## src/inc/adc_ctrl_pkg.sv

```systemverilog
// constants and types for the digitizer conversion control block
package adc_ctrl_pkg;
  // ---------------------------------------------------------------
  // register offsets within the I/O block
  // ---------------------------------------------------------------
  localparam logic [5:0] OFS_RESULT = 6'h10;
  localparam logic [5:0] OFS_CHANNEL = 6'h16;
  localparam logic [5:0] OFS_STATUS = 6'h16;
  localparam logic [5:0] OFS_CONTROL = 6'h28;
  // ---------------------------------------------------------------
  // control port fields
  // ---------------------------------------------------------------
  localparam int CTL_VALUE_BIT = 15;
  localparam int CTL_START_BIT = 12;
  localparam int CTL_MODE_BIT = 10;
  // ---------------------------------------------------------------
  // status port fields
  // ---------------------------------------------------------------
  localparam int STS_BUSY_BIT = 3;
  localparam int STS_BIPOLAR_BIT = 0;
  // ---------------------------------------------------------------
  // reset values and timing
  // ---------------------------------------------------------------
  localparam logic RESET_MODE_BIPOLAR = 1'b0;
  localparam logic [2:0] RESET_CHANNEL = 3'h0;
  localparam int CLK_PERIOD_NS = 4;
  localparam int CONVERT_TIME_NS = 9000;
  localparam int CONVERT_CYCLES = CONVERT_TIME_NS / CLK_PERIOD_NS;
  localparam int SAMPLE_BITS = 12;
  // ---------------------------------------------------------------
  // types
  // ---------------------------------------------------------------
  typedef enum logic [0:0] {CONV_IDLE, CONV_RUN} conv_state_t;
  typedef struct packed {
    logic cs;
    logic rd;
    logic wr;
    logic [5:0] addr;
    logic [15:0] wdata;
  } io_req_t;
endpackage

```

## src/design/adc_conversion_control.sv

```systemverilog
// conversion control for the eight-channel digitizer on the host I/O port
// What this block does
// - control write with bit 10 sets mode
// - mode bit zero unipolar, one bipolar
// - reset leaves the digitizer unipolar
// - channel number in bits two to zero
// - channel selection persists between conversions
// - control write bits 15, 12 start conversion
// - start sets busy for whole conversion
// - busy clears, result readable when done
// - start strobe follows host write through the two-flop synchroniser
// - busy readable in the status port
// - result read returns the stored sample, busy or not
// - unipolar result unsigned, top nibble zero
// - bipolar result sign extended
`timescale 1ns/1ns
module adc_conversion_control #(
  parameter int CONVERT_CYCLES = adc_ctrl_pkg::CONVERT_CYCLES,
  parameter int SAMPLE_W = adc_ctrl_pkg::SAMPLE_BITS
) (
  // clock and reset
  input wire logic core_clk,
  input wire logic reset_n,
  // host I/O port, decoded to this block's 64-byte window
  input wire logic io_cs,
  input wire logic io_rd,
  input wire logic io_wr,
  input wire logic [5:0] io_addr,
  input wire logic [15:0] io_wdata,
  output logic [15:0] io_rdata,
  // converter core
  output logic start_strobe,
  output logic [2:0] channel_number,
  output logic bipolar_mode,
  output logic conversion_busy_flag,
  input wire logic [SAMPLE_W-1:0] sample_data
);
  localparam int CNT_W = $clog2(CONVERT_CYCLES + 1);
  localparam logic [CNT_W-1:0] CNT_LAST = CNT_W'(CONVERT_CYCLES - 1);
  // ---------------------------------------------------------------
  // elaboration checks
  // ---------------------------------------------------------------
  initial
  begin
    if (CONVERT_CYCLES < 1)
      $error("conversion time must be at least one cycle");
    if (SAMPLE_W < 1 || SAMPLE_W > 16)
      $error("sample width out of range");
  end
  typedef struct packed {
    adc_ctrl_pkg::io_req_t req_s1;
    adc_ctrl_pkg::io_req_t req_s2;
    logic wr_prev;
    adc_ctrl_pkg::conv_state_t state;
    logic [CNT_W-1:0] count;
    logic bipolar;
    logic [2:0] channel;
    logic start;
    logic [SAMPLE_W-1:0] sample;
    logic [SAMPLE_W-1:0] sample_s1;
    logic [15:0] rdata;
  } state_t;
  state_t cur_r;
  state_t cur_nxt;
  logic [15:0] result_word;
  logic write_edge;
  logic is_control;
  logic is_channel;
  logic mode_cmd;
  logic start_cmd;
  logic read_active;
  logic read_result;
  logic read_status;
  logic busy;
  logic conv_done;
  // ---------------------------------------------------------------
  // result formatting
  // ---------------------------------------------------------------
  adc_result_format #(
    .SAMPLE_W(SAMPLE_W)
  ) u_format (
    .sample(cur_r.sample),
    .bipolar(cur_r.bipolar),
    .word(result_word)
  );
  // ---------------------------------------------------------------
  // host write decode
  // ---------------------------------------------------------------
  // one event per rising edge of the synchronised strobe
  assign write_edge = cur_r.req_s2.cs & cur_r.req_s2.wr & ~cur_r.wr_prev;
  assign is_control = write_edge && (cur_r.req_s2.addr == adc_ctrl_pkg::OFS_CONTROL);
  assign is_channel = write_edge && (cur_r.req_s2.addr == adc_ctrl_pkg::OFS_CHANNEL);
  // mode field enabled by its bit
  assign mode_cmd = is_control && cur_r.req_s2.wdata[adc_ctrl_pkg::CTL_MODE_BIT];
  assign start_cmd = is_control
                     && cur_r.req_s2.wdata[adc_ctrl_pkg::CTL_VALUE_BIT]
                     && cur_r.req_s2.wdata[adc_ctrl_pkg::CTL_START_BIT];
  // ---------------------------------------------------------------
  // host read decode
  // ---------------------------------------------------------------
  assign read_active = cur_r.req_s2.cs && cur_r.req_s2.rd;
  assign read_result = read_active && (cur_r.req_s2.addr == adc_ctrl_pkg::OFS_RESULT);
  assign read_status = read_active && (cur_r.req_s2.addr == adc_ctrl_pkg::OFS_STATUS);
  // ---------------------------------------------------------------
  // conversion progress
  // ---------------------------------------------------------------
  // busy is the run state itself
  assign busy = cur_r.state == adc_ctrl_pkg::CONV_RUN;
  assign conv_done = busy && (cur_r.count == CNT_LAST);
  // ---------------------------------------------------------------
  // next state
  // ---------------------------------------------------------------
  always_comb
  begin
    cur_nxt = cur_r;
    // host inputs pass two flops first
    cur_nxt.req_s1 = '{cs: io_cs, rd: io_rd, wr: io_wr, addr: io_addr, wdata: io_wdata};
    cur_nxt.req_s2 = cur_r.req_s1;
    cur_nxt.sample_s1 = sample_data;
    cur_nxt.wr_prev = cur_r.req_s2.wr & cur_r.req_s2.cs;
    cur_nxt.start = 1'b0;
    if (mode_cmd)
    begin
      cur_nxt.bipolar = cur_r.req_s2.wdata[adc_ctrl_pkg::CTL_VALUE_BIT];
    end
    if (is_channel)
    begin
      cur_nxt.channel = cur_r.req_s2.wdata[2:0];
    end
    unique case (cur_r.state)
      adc_ctrl_pkg::CONV_IDLE:
      begin
        if (start_cmd)
        begin
          cur_nxt.start = 1'b1;
          cur_nxt.state = adc_ctrl_pkg::CONV_RUN;
          cur_nxt.count = '0;
        end
      end
      adc_ctrl_pkg::CONV_RUN:
      begin
        // sample taken as busy falls
        if (conv_done)
        begin
          cur_nxt.state = adc_ctrl_pkg::CONV_IDLE;
          cur_nxt.sample = cur_r.sample_s1;
        end
        else
        begin
          cur_nxt.count = cur_r.count + CNT_W'(1);
        end
      end
    endcase
    // read data stands only while a mapped read is held
    cur_nxt.rdata = 16'h0000;
    if (read_result)
    begin
      cur_nxt.rdata = result_word;
    end
    else if (read_status)
    begin
      cur_nxt.rdata[adc_ctrl_pkg::STS_BUSY_BIT] = busy;
      cur_nxt.rdata[adc_ctrl_pkg::STS_BIPOLAR_BIT] = cur_r.bipolar;
    end
  end
  // ---------------------------------------------------------------
  // state register
  // ---------------------------------------------------------------
  always_ff @(posedge core_clk or negedge reset_n)
  begin
    if (!reset_n)
    begin
      cur_r.req_s1 <= '0;
      cur_r.req_s2 <= '0;
      cur_r.wr_prev <= 1'b0;
      cur_r.state <= adc_ctrl_pkg::CONV_IDLE;
      cur_r.count <= '0;
      cur_r.bipolar <= adc_ctrl_pkg::RESET_MODE_BIPOLAR;
      cur_r.channel <= adc_ctrl_pkg::RESET_CHANNEL;
      cur_r.start <= 1'b0;
      cur_r.sample <= '0;
      cur_r.sample_s1 <= '0;
      cur_r.rdata <= 16'h0000;
    end
    else
    begin
      cur_r <= cur_nxt;
    end
  end
  // ---------------------------------------------------------------
  // outputs, each straight from a flop
  // ---------------------------------------------------------------
  assign io_rdata = cur_r.rdata;
  assign start_strobe = cur_r.start;
  assign channel_number = cur_r.channel;
  assign bipolar_mode = cur_r.bipolar;
  assign conversion_busy_flag = busy;
endmodule

```

## src/design/adc_result_format.sv

```systemverilog
// formats a raw 12-bit sample by conversion mode
`timescale 1ns/1ns
module adc_result_format #(
  parameter int SAMPLE_W = 12
) (
  // sample in
  input wire logic [SAMPLE_W-1:0] sample,
  input wire logic bipolar,
  // formatted word
  output logic [15:0] word
);
  initial
  begin
    if (SAMPLE_W < 1 || SAMPLE_W > 16)
      $error("sample width out of range");
  end
  always_comb
  begin
    if (bipolar)
      word = 16'({{(16 - SAMPLE_W){sample[SAMPLE_W-1]}}, sample});
    else
      word = 16'({{(16 - SAMPLE_W){1'b0}}, sample});
  end
endmodule

```

## config.mk

```make
export PLATFORM = sky130hd
export DESIGN_NAME = adc_conversion_control
export DESIGN_NICKNAME = d
export VERILOG_FILES = /design/src/inc/adc_ctrl_pkg.sv /design/src/design/adc_conversion_control.sv /design/src/design/adc_result_format.sv
export SDC_FILE = /design/constraint.sdc
export NUM_CORES = 1
export LEC_CHECK = 0
export ABC_AREA = 1
export ABC_CLOCK_PERIOD_IN_PS = 2900
export BUFFER_PORTS_ARGS = -buffer_cell sky130_fd_sc_hd__buf_2
export CORE_MARGIN = 2
export CORE_UTILIZATION = 55
export DETAILED_ROUTE_END_ITERATION = 10
export PLACE_DENSITY = 0.75
export SLEW_MARGIN = 40
export SYNTH_ARGS = -nofsm -noshare
export SYNTH_HDL_FRONTEND = slang
export SYNTH_SLANG_ARGS = --single-unit
```

## constraint.sdc

```tcl
create_clock -name core_clk -period 2.9 [get_ports core_clk]
set_clock_uncertainty 0.1 [all_clocks]
set_input_delay 0 -clock core_clk [delete_from_list [all_inputs] [get_ports core_clk]]
set_output_delay 0 -clock core_clk [all_outputs]
set_load 0.01 [all_outputs]
```

==> results of run 1 <==
==> sequential cells by signal, indices dropped and copies added, names as in the netlist <==
register,flops
cur_r,52
bipolar_mode,1
cur_nxt,15
io_rdata,13
channel_number,3
conversion_busy_flag,1
start_strobe,1
==> cell usage in the layout (no fill, tap or decap), drive strengths merged, types with 4 or more instances in the layout <==
cell         count
a21oi           12
buf             50
clkbuf          12
dfrtp           86
dlygate4sd3     28
inv             44
nand2           49
nand3           15
nand4            7
nor2            43
nor3             4
o21ai           16
==> metrics by stage <==
stage	cells	util [%]	power, mW	hold WS, ps	area (um^2)
5_1_grt	449	67.1	2.29	161	3900
2_1_floorplan	304	-	1.33	-396	3260
6_report	449	67.1	2.19	134	3900
4_1_cts	449	67.0	2.21	160	3900
3_3_place_gp	405	58.8	1.38	7.30	3420
3_5_place_dp	405	58.9	1.39	-6.76	3420
==> power by group through the flow <==
| stage | Combinational (mW) | Sequential (mW) | Clock [mW] |
|---|---|---|---|
| after detailed placement | 0.0928 | 1.30 | 0 |
| after CTS | 0.122 | 1.27 | 0.819 |
| after floorplan | 0.0443 | 1.28 | 0 |
| after global routing | 0.138 | 1.28 | 0.872 |
| final | 0.120 | 1.27 | 0.801 |
| after global placement | 0.0870 | 1.29 | 0 |
==> layer usage <==
metal / global-route usage [%] / share of wire, % / vias up / routed length [um]
li1: - / - / 1050 / -
met1: 23.2 / 43 / 1013 / 2400
met2: 32.6 / 51 / 44 / 2820
met3: 6.11 / 4.6 / 10 / 254
met4: 9.32 / 1.8 / 0 / 100
met5: 0 / 0 / - / 0
==> worst paths after layout <==
check / from / endpoint
max: cur_r[45]$_DFFE_PN0P_ / cur_r[55]$_DFFE_PN0P_
min: reset_n / channel_number[1]$_DFFE_PN0P_
max reg2reg: cur_r[45]$_DFFE_PN0P_ / cur_r[55]$_DFFE_PN0P_
min reg2reg: cur_nxt[79]$_DFF_PN0_ / cur_r[79]$_DFF_PN0_
max in group asynchronous: reset_n / cur_r[53]$_DFFE_PN0P_
min in group core_clk: io_wdata[0] / cur_nxt[59]$_DFF_PN0_
==> layout make-up <==
cell class / count / area (um^2)
Inverter: 42 / 158
Fill cell: 456 / 1920
Timing Repair Buffer: 79 / 547
Clock inverter: 5 / 41.3
Tap cell: 75 / 93.8
Clock buffer: 11 / 151
Multi-Input combinational cell: 151 / 757
Sequential cell: 86 / 2150
==> kinds of logic (layout without fill, tap and decap cells) <==
kind of cell | count (synthesis) | count (layout) | synth area share, %
buffers and inverters | 67 | 137 | 10.6
adder cells (fa/ha/maj) | 2 | 2 | 0.769
AND/OR/NAND/NOR | 119 | 119 | 15.6
AO/OA/AOI/OAI | 30 | 30 | 6.88
flip-flops | 86 | 86 | 66.1
==> what timing repair did <==
item,in CTS,in global routing
setup buffers,0,0
setup endpoints to repair,0,0
hold buffers,28,0
resized for setup,0,0
endpoints found under the hold margin,113,0
==> results by group, run 1 <==
Outcome
  – Status: finished clean

Logic synthesis
  – Area share of the largest cell type after synthesis: 66.1%
  – Post-Synthesis Cells: 304
  – Synth unique cells: 22
  – Syn Nets: 345
  – Synth Area per Inst: 10.7 um^2
  – Largest cells by area after synthesis: dfrtp_1 66%, nand2_1 5.3%, nor2_1 4.7%
  – Most frequent cell after synthesis: dfrtp_1
  – Post-Syn Area: 3260 um^2
  – Synth area leader: dfrtp_1
  – Asr flop ratio synth: 100%
  – Dominant synthesized flop cell: dfrtp_1
  – Most instantiated cells after synthesis: 86 x dfrtp_1, 46 x nand2_1, 41 x nor2_1, 34 x inv_1, 19 x buf_4
  – Post-synth EDFFs: 0
  – Yosys reg bits: 86
  – Yosys warns: 0
  – Seq/Total Area, Yosys: 66.1%

STA
  – Final Critical Period: 1910 ps
  – Max Freq: 523 MHz
  – Finish-stage setup viols: 0
  – Hold Violations, Final: 0
  – Tcrit/Tclk final: 65.9%
  – RSZ-0062 raised after global routing: false
  – Slew Viols, Final: 0
  – Worst-Margin Slew: 632 ps
  – Setup TNS: 0 ps
  – Post-route setup slack: 989 ps
  – Max_slew headroom: 57.8%

Power
  – Max VDD drop: 0.000374 V
  – Switching pwr: 0.530 mW
  – Clock Power Share: 36.5%
  – Lkg Pwr: 1.95 nW
  – Switching Share: 24.2%
  – Cell Pwr Density: 562 nW/um^2
  – Register share of total power: 58.0%
  – Int Pwr: 1.66 mW
  – Comb power frac: 5.5%

Worst setup path
  – Worst path top cell family by delay: simple AND/OR/NAND/NOR gates
  – Crit path launch type: flop
  – Reg2reg path depth: 9
  – CP Capture Type: flop
  – Crit path DAT: 2110 ps
  – Buffers and inverters on the worst path: 1
  – Critical-path cell list: ha_1, nand2_1, nor2_1, nand3_2, nand2_2, nand2_2, inv_1, nand2_1, nand2_1
  – Slowest cell on crit path: dfrtp_1
  – CP most frequent cell: nand2_1
  – Critical-path maximum fanout: 13
  – CP Class: reg -> reg
  – Critical path depth in cells: 9
  – Register-to-Register Setup Slack: 990 ps
  – CP max stage delay: 510 ps
  – Worst Path Required: 3090 ps

Route
  – Routed vias: 2117
  – DRT Pass-1 Iters: 4
  – DRC viols: 0
  – Initial DRC Count: 120
  – Vias per inst: 4.71
  – Routed wire length: 5580 um
  – DR WL/cell: 12.4 um
  – Final ANT Viol Nets: 0

Placement
  – PortBufs: 50
  – Pre-CTS WS: 976 ps
  – Routability congestion estimate: 0.888
  – Post-DP HPWL: 3520 um

Global routing
  – Initial antenna violation count: 0
  – Vias in the first global route: 2077
  – First-pass GRT wire length: 9340 um
  – Largest net degree at the start of global routing: 87
  – All-layer global routing usage: 19.6%
  – Remaining global-route overflow: 0

Die
  – Initial core utilization: 56.0%
  – Die ar.: 6550 um^2
  – I/O pin count: 61
  – Core area: 5820 um^2
  – Die Width: 80.9 um
  – Row count: 28
  – Die H: 80.9 um

Flow run
  – Max-capacitance violation count: 0

CTS
  – Clk sink count: 86
  – Clock Path Buffers: 2
  – Root Driver: clkbuf_8
  – Clk Latency, worst-skew pair: 350 ps
  – CTS tree: done
  – Worst-path clk slew: 90 ps
  – Total CTS buffers: 9
  – Htree depth: 3

Final layout
  – Final #Nets: 410
  – Share of cells above drive strength 1: 27.0%
  – Area Growth Syn to Fin: 19.8%
  – # diodes: 0

Min path
  – Min-Delay Path Class: in -> async
(Power assumes the default switching activity.)
==> inputs of run 2 (changes only) <==
Settings changed: ABC_CLOCK_PERIOD_IN_PS 2900 to 1570, CORE_UTILIZATION 55 to 49, PLACE_DENSITY 0.75 to 0.71.
Clock period 2.9 ns to 1.57 ns, I/O delays scaled along.
==> results by group, run 2 (synthesis gave the netlist of run 1 again) <==
Route
  – Routed wire length: 5840 um (was 5580 um)
  – Metal-1 WL: 2520 um (was 2400 um)
  – DR WL/cell: 12.4 um (about the same)
  – DRC viols: 0 (unchanged)
  – Initial DRC Count: 136 (was 120)
  – DRT Pass-1 Iters: 5 (was 4)
  – Routed wl met2: 2980 um (was 2820 um)
  – Vias per inst: 4.62 (was 4.71)
  – Final ANT Viol Nets: 0 (unchanged)
  – Routed vias: 2174 (was 2117)
  – Top Layer Used: met4 (unchanged)
  – Met3 wire len: 248 um (was 254 um)

CTS
  – Clk sink count: 86 (unchanged)
  – Total CTS buffers: 9 (unchanged)
  – Htree depth: 3 (unchanged)
  – Worst-path clk slew: 80 ps (was 90 ps)
  – CTS tree: done (unchanged)
  – Root Driver: clkbuf_8 (unchanged)
  – Clock Path Buffers: 2 (unchanged)
  – Clk Latency, worst-skew pair: 350 ps (about the same)

Worst setup path
  – Worst Path Required: 1710 ps (was 3090 ps)
  – CP Capture Type: flop (unchanged)
  – CP Class: reg -> reg (unchanged)
  – Critical-path maximum fanout: 13 (unchanged)
  – Crit path launch type: flop (unchanged)
  – Crit path DAT: 1680 ps (was 2110 ps)

Global routing
  – First-pass GRT wire length: 9560 um (was 9340 um)
  – Vias in the first global route: 2158 (was 2077)
  – Remaining global-route overflow: 0 (unchanged)
  – Initial antenna violation count: 0 (unchanged)
  – Largest net degree at the start of global routing: 36 (was 87)
  – All-layer global routing usage: 17.1% (was 19.6%)

Outcome
  – Status: finished clean (unchanged)

Final layout
  – Most common cell after layout, fill and taps aside: dfrtp_1 (unchanged)
  – Fill cells: 461 (was 456)
  – Share of cells above drive strength 1: 34.8% (was 27.0%)
  – Reg with most FFs: cur_r (unchanged)
  – # diodes: 0 (unchanged)
  – Area Growth Syn to Fin: 30.7% (was 19.8%)
  – Most frequent cells in the layout: 85 x dfrtp_1, 49 x buf_2, 43 x nand2_1 (was 86 x dfrtp_1, 49 x buf_2, 46 x nand2_1)
  – Final cell count without fillers: 471 (was 449)
  – Final #Nets: 430 (was 410)
  – Max reg flops: 52 (unchanged)

STA
  – Max_slew headroom: 69.9% (was 57.8%)
  – Post-route setup slack: 29.8 ps (was 989 ps)
  – Finish-stage setup viols: 0 (unchanged)
  – Max Freq: 649 MHz (was 523 MHz)
  – Hold Violations, Final: 0 (unchanged)
  – Min Hold Slack: 44.0 ps (was 134 ps)
  – Slew Viols, Final: 0 (unchanged)
  – Setup TNS: 0 ps (unchanged)
  – Tcrit/Tclk final: 98.1% (was 65.9%)
  – Worst-Margin Slew: 451 ps (was 632 ps)
  – RSZ-0062 raised after global routing: true (was false)
  – Final Critical Period: 1540 ps (was 1910 ps)

Die
  – Die ar.: 7310 um^2 (was 6550 um^2)
  – Die Width: 85.5 um (was 80.9 um)
  – Core area: 6390 um^2 (was 5820 um^2)
  – Die H: 85.5 um (was 80.9 um)
  – Initial core utilization: 51.0% (was 56.0%)
  – Row count: 29 (was 28)
  – I/O pin count: 61 (unchanged)

Power
  – Lkg Pwr: 2.10 nW (was 1.95 nW)
  – Max VDD drop: 0.000958 V (was 0.000374 V)
  – Tot Pwr: 4.33 mW (was 2.19 mW)
  – Cell Pwr Density: 1020 nW/um^2 (was 562 nW/um^2)

Min path
  – Min-Delay Path Class: in -> async (unchanged)

Placement
  – Routability congestion estimate: 0.926 (was 0.888)
  – Placed cell count: 422 (was 405)
  – Pre-CTS WS: -35.9 ps (was 976 ps)
  – Post-DP HPWL: 3590 um (was 3520 um)
  – PortBufs: 50 (unchanged)

Flow run
  – Max-capacitance violation count: 0 (unchanged)
[run 2: layout make-up]
cell class              count  area, um^2  share of cell area (%)
multi-input cells         151         858                    20.2
inverters                  42         160                    3.76
clock buffers               9         124                    2.91
repair buffers             99         767                    18.0
clock inverters             7        97.6                    2.29
well taps                  77        96.3                    2.26
flip-flops and latches     86        2150                    50.6
[run 2: repair_timing]
| action | in CTS | in global routing |
|---|---|---|
| pin swaps | 0 | 7 |
| buffers inserted | 0 | 3 |
| gates resized for setup | 2 | 30 |
| hold endpoints to repair | 113 | 0 |
| hold buffers | 28 | 0 |
| setup endpoints to repair | 9 | 22 |
| cloned | 0 | 2 |
[run 2: metal layers]
| layer | vias to the layer above | track usage, % |
|---|---|---|
| met4 | 0 | 7.36 |
| met2 | 49 | 28.3 |
| met5 | - | 0 |
| met1 | 1025 | 20.8 |
| met3 | 5 | 5.20 |
| li1 | 1095 | - |
[run 2: worst max-delay path: stages (launching register included)]
cell and delay (ps):
dfrtp_1 400, inv_2 80, ha_4 140, nand2_4 50
nor2_4 110, nand3_4 150, nand2_4 140, nand2_8 110
nand2_1 100, o21ai_2 50
[run 2: power by group]
part	switching (mW)	internal (mW)
Clock	0.757	0.900
Sequential	0.0514	2.29
Combinational	0.167	0.163
Total	0.975	3.35
[run 2: worst paths after layout]
path,start,to,slack (ps),depth (start not counted)
worst max register to register,cur_r[46]$_DFFE_PN0P_,cur_r[46]$_DFFE_PN0P_,30,9
max in group asynchronous,reset_n,io_rdata[10]$_DFF_PN0_,830,3
worst min register to register,cur_nxt[81]$_DFF_PN0_,cur_r[81]$_DFF_PN0_,250,0
worst max-delay path,cur_r[46]$_DFFE_PN0P_,cur_r[46]$_DFFE_PN0P_,30,9
min in group core_clk,io_addr[4],cur_nxt[79]$_DFF_PN0_,190,2
worst min-delay path,reset_n,cur_nxt[80]$_DFF_PN0_,40,2
[run 2: stage by stage]
stage                     utilization [%]  area (um^2)
final                                66.7         4260
after global routing                 66.7         4260
after CTS                            63.8         4070
after detailed placement             55.8         3560
after global placement               55.8         3560
after floorplan                         -         3260
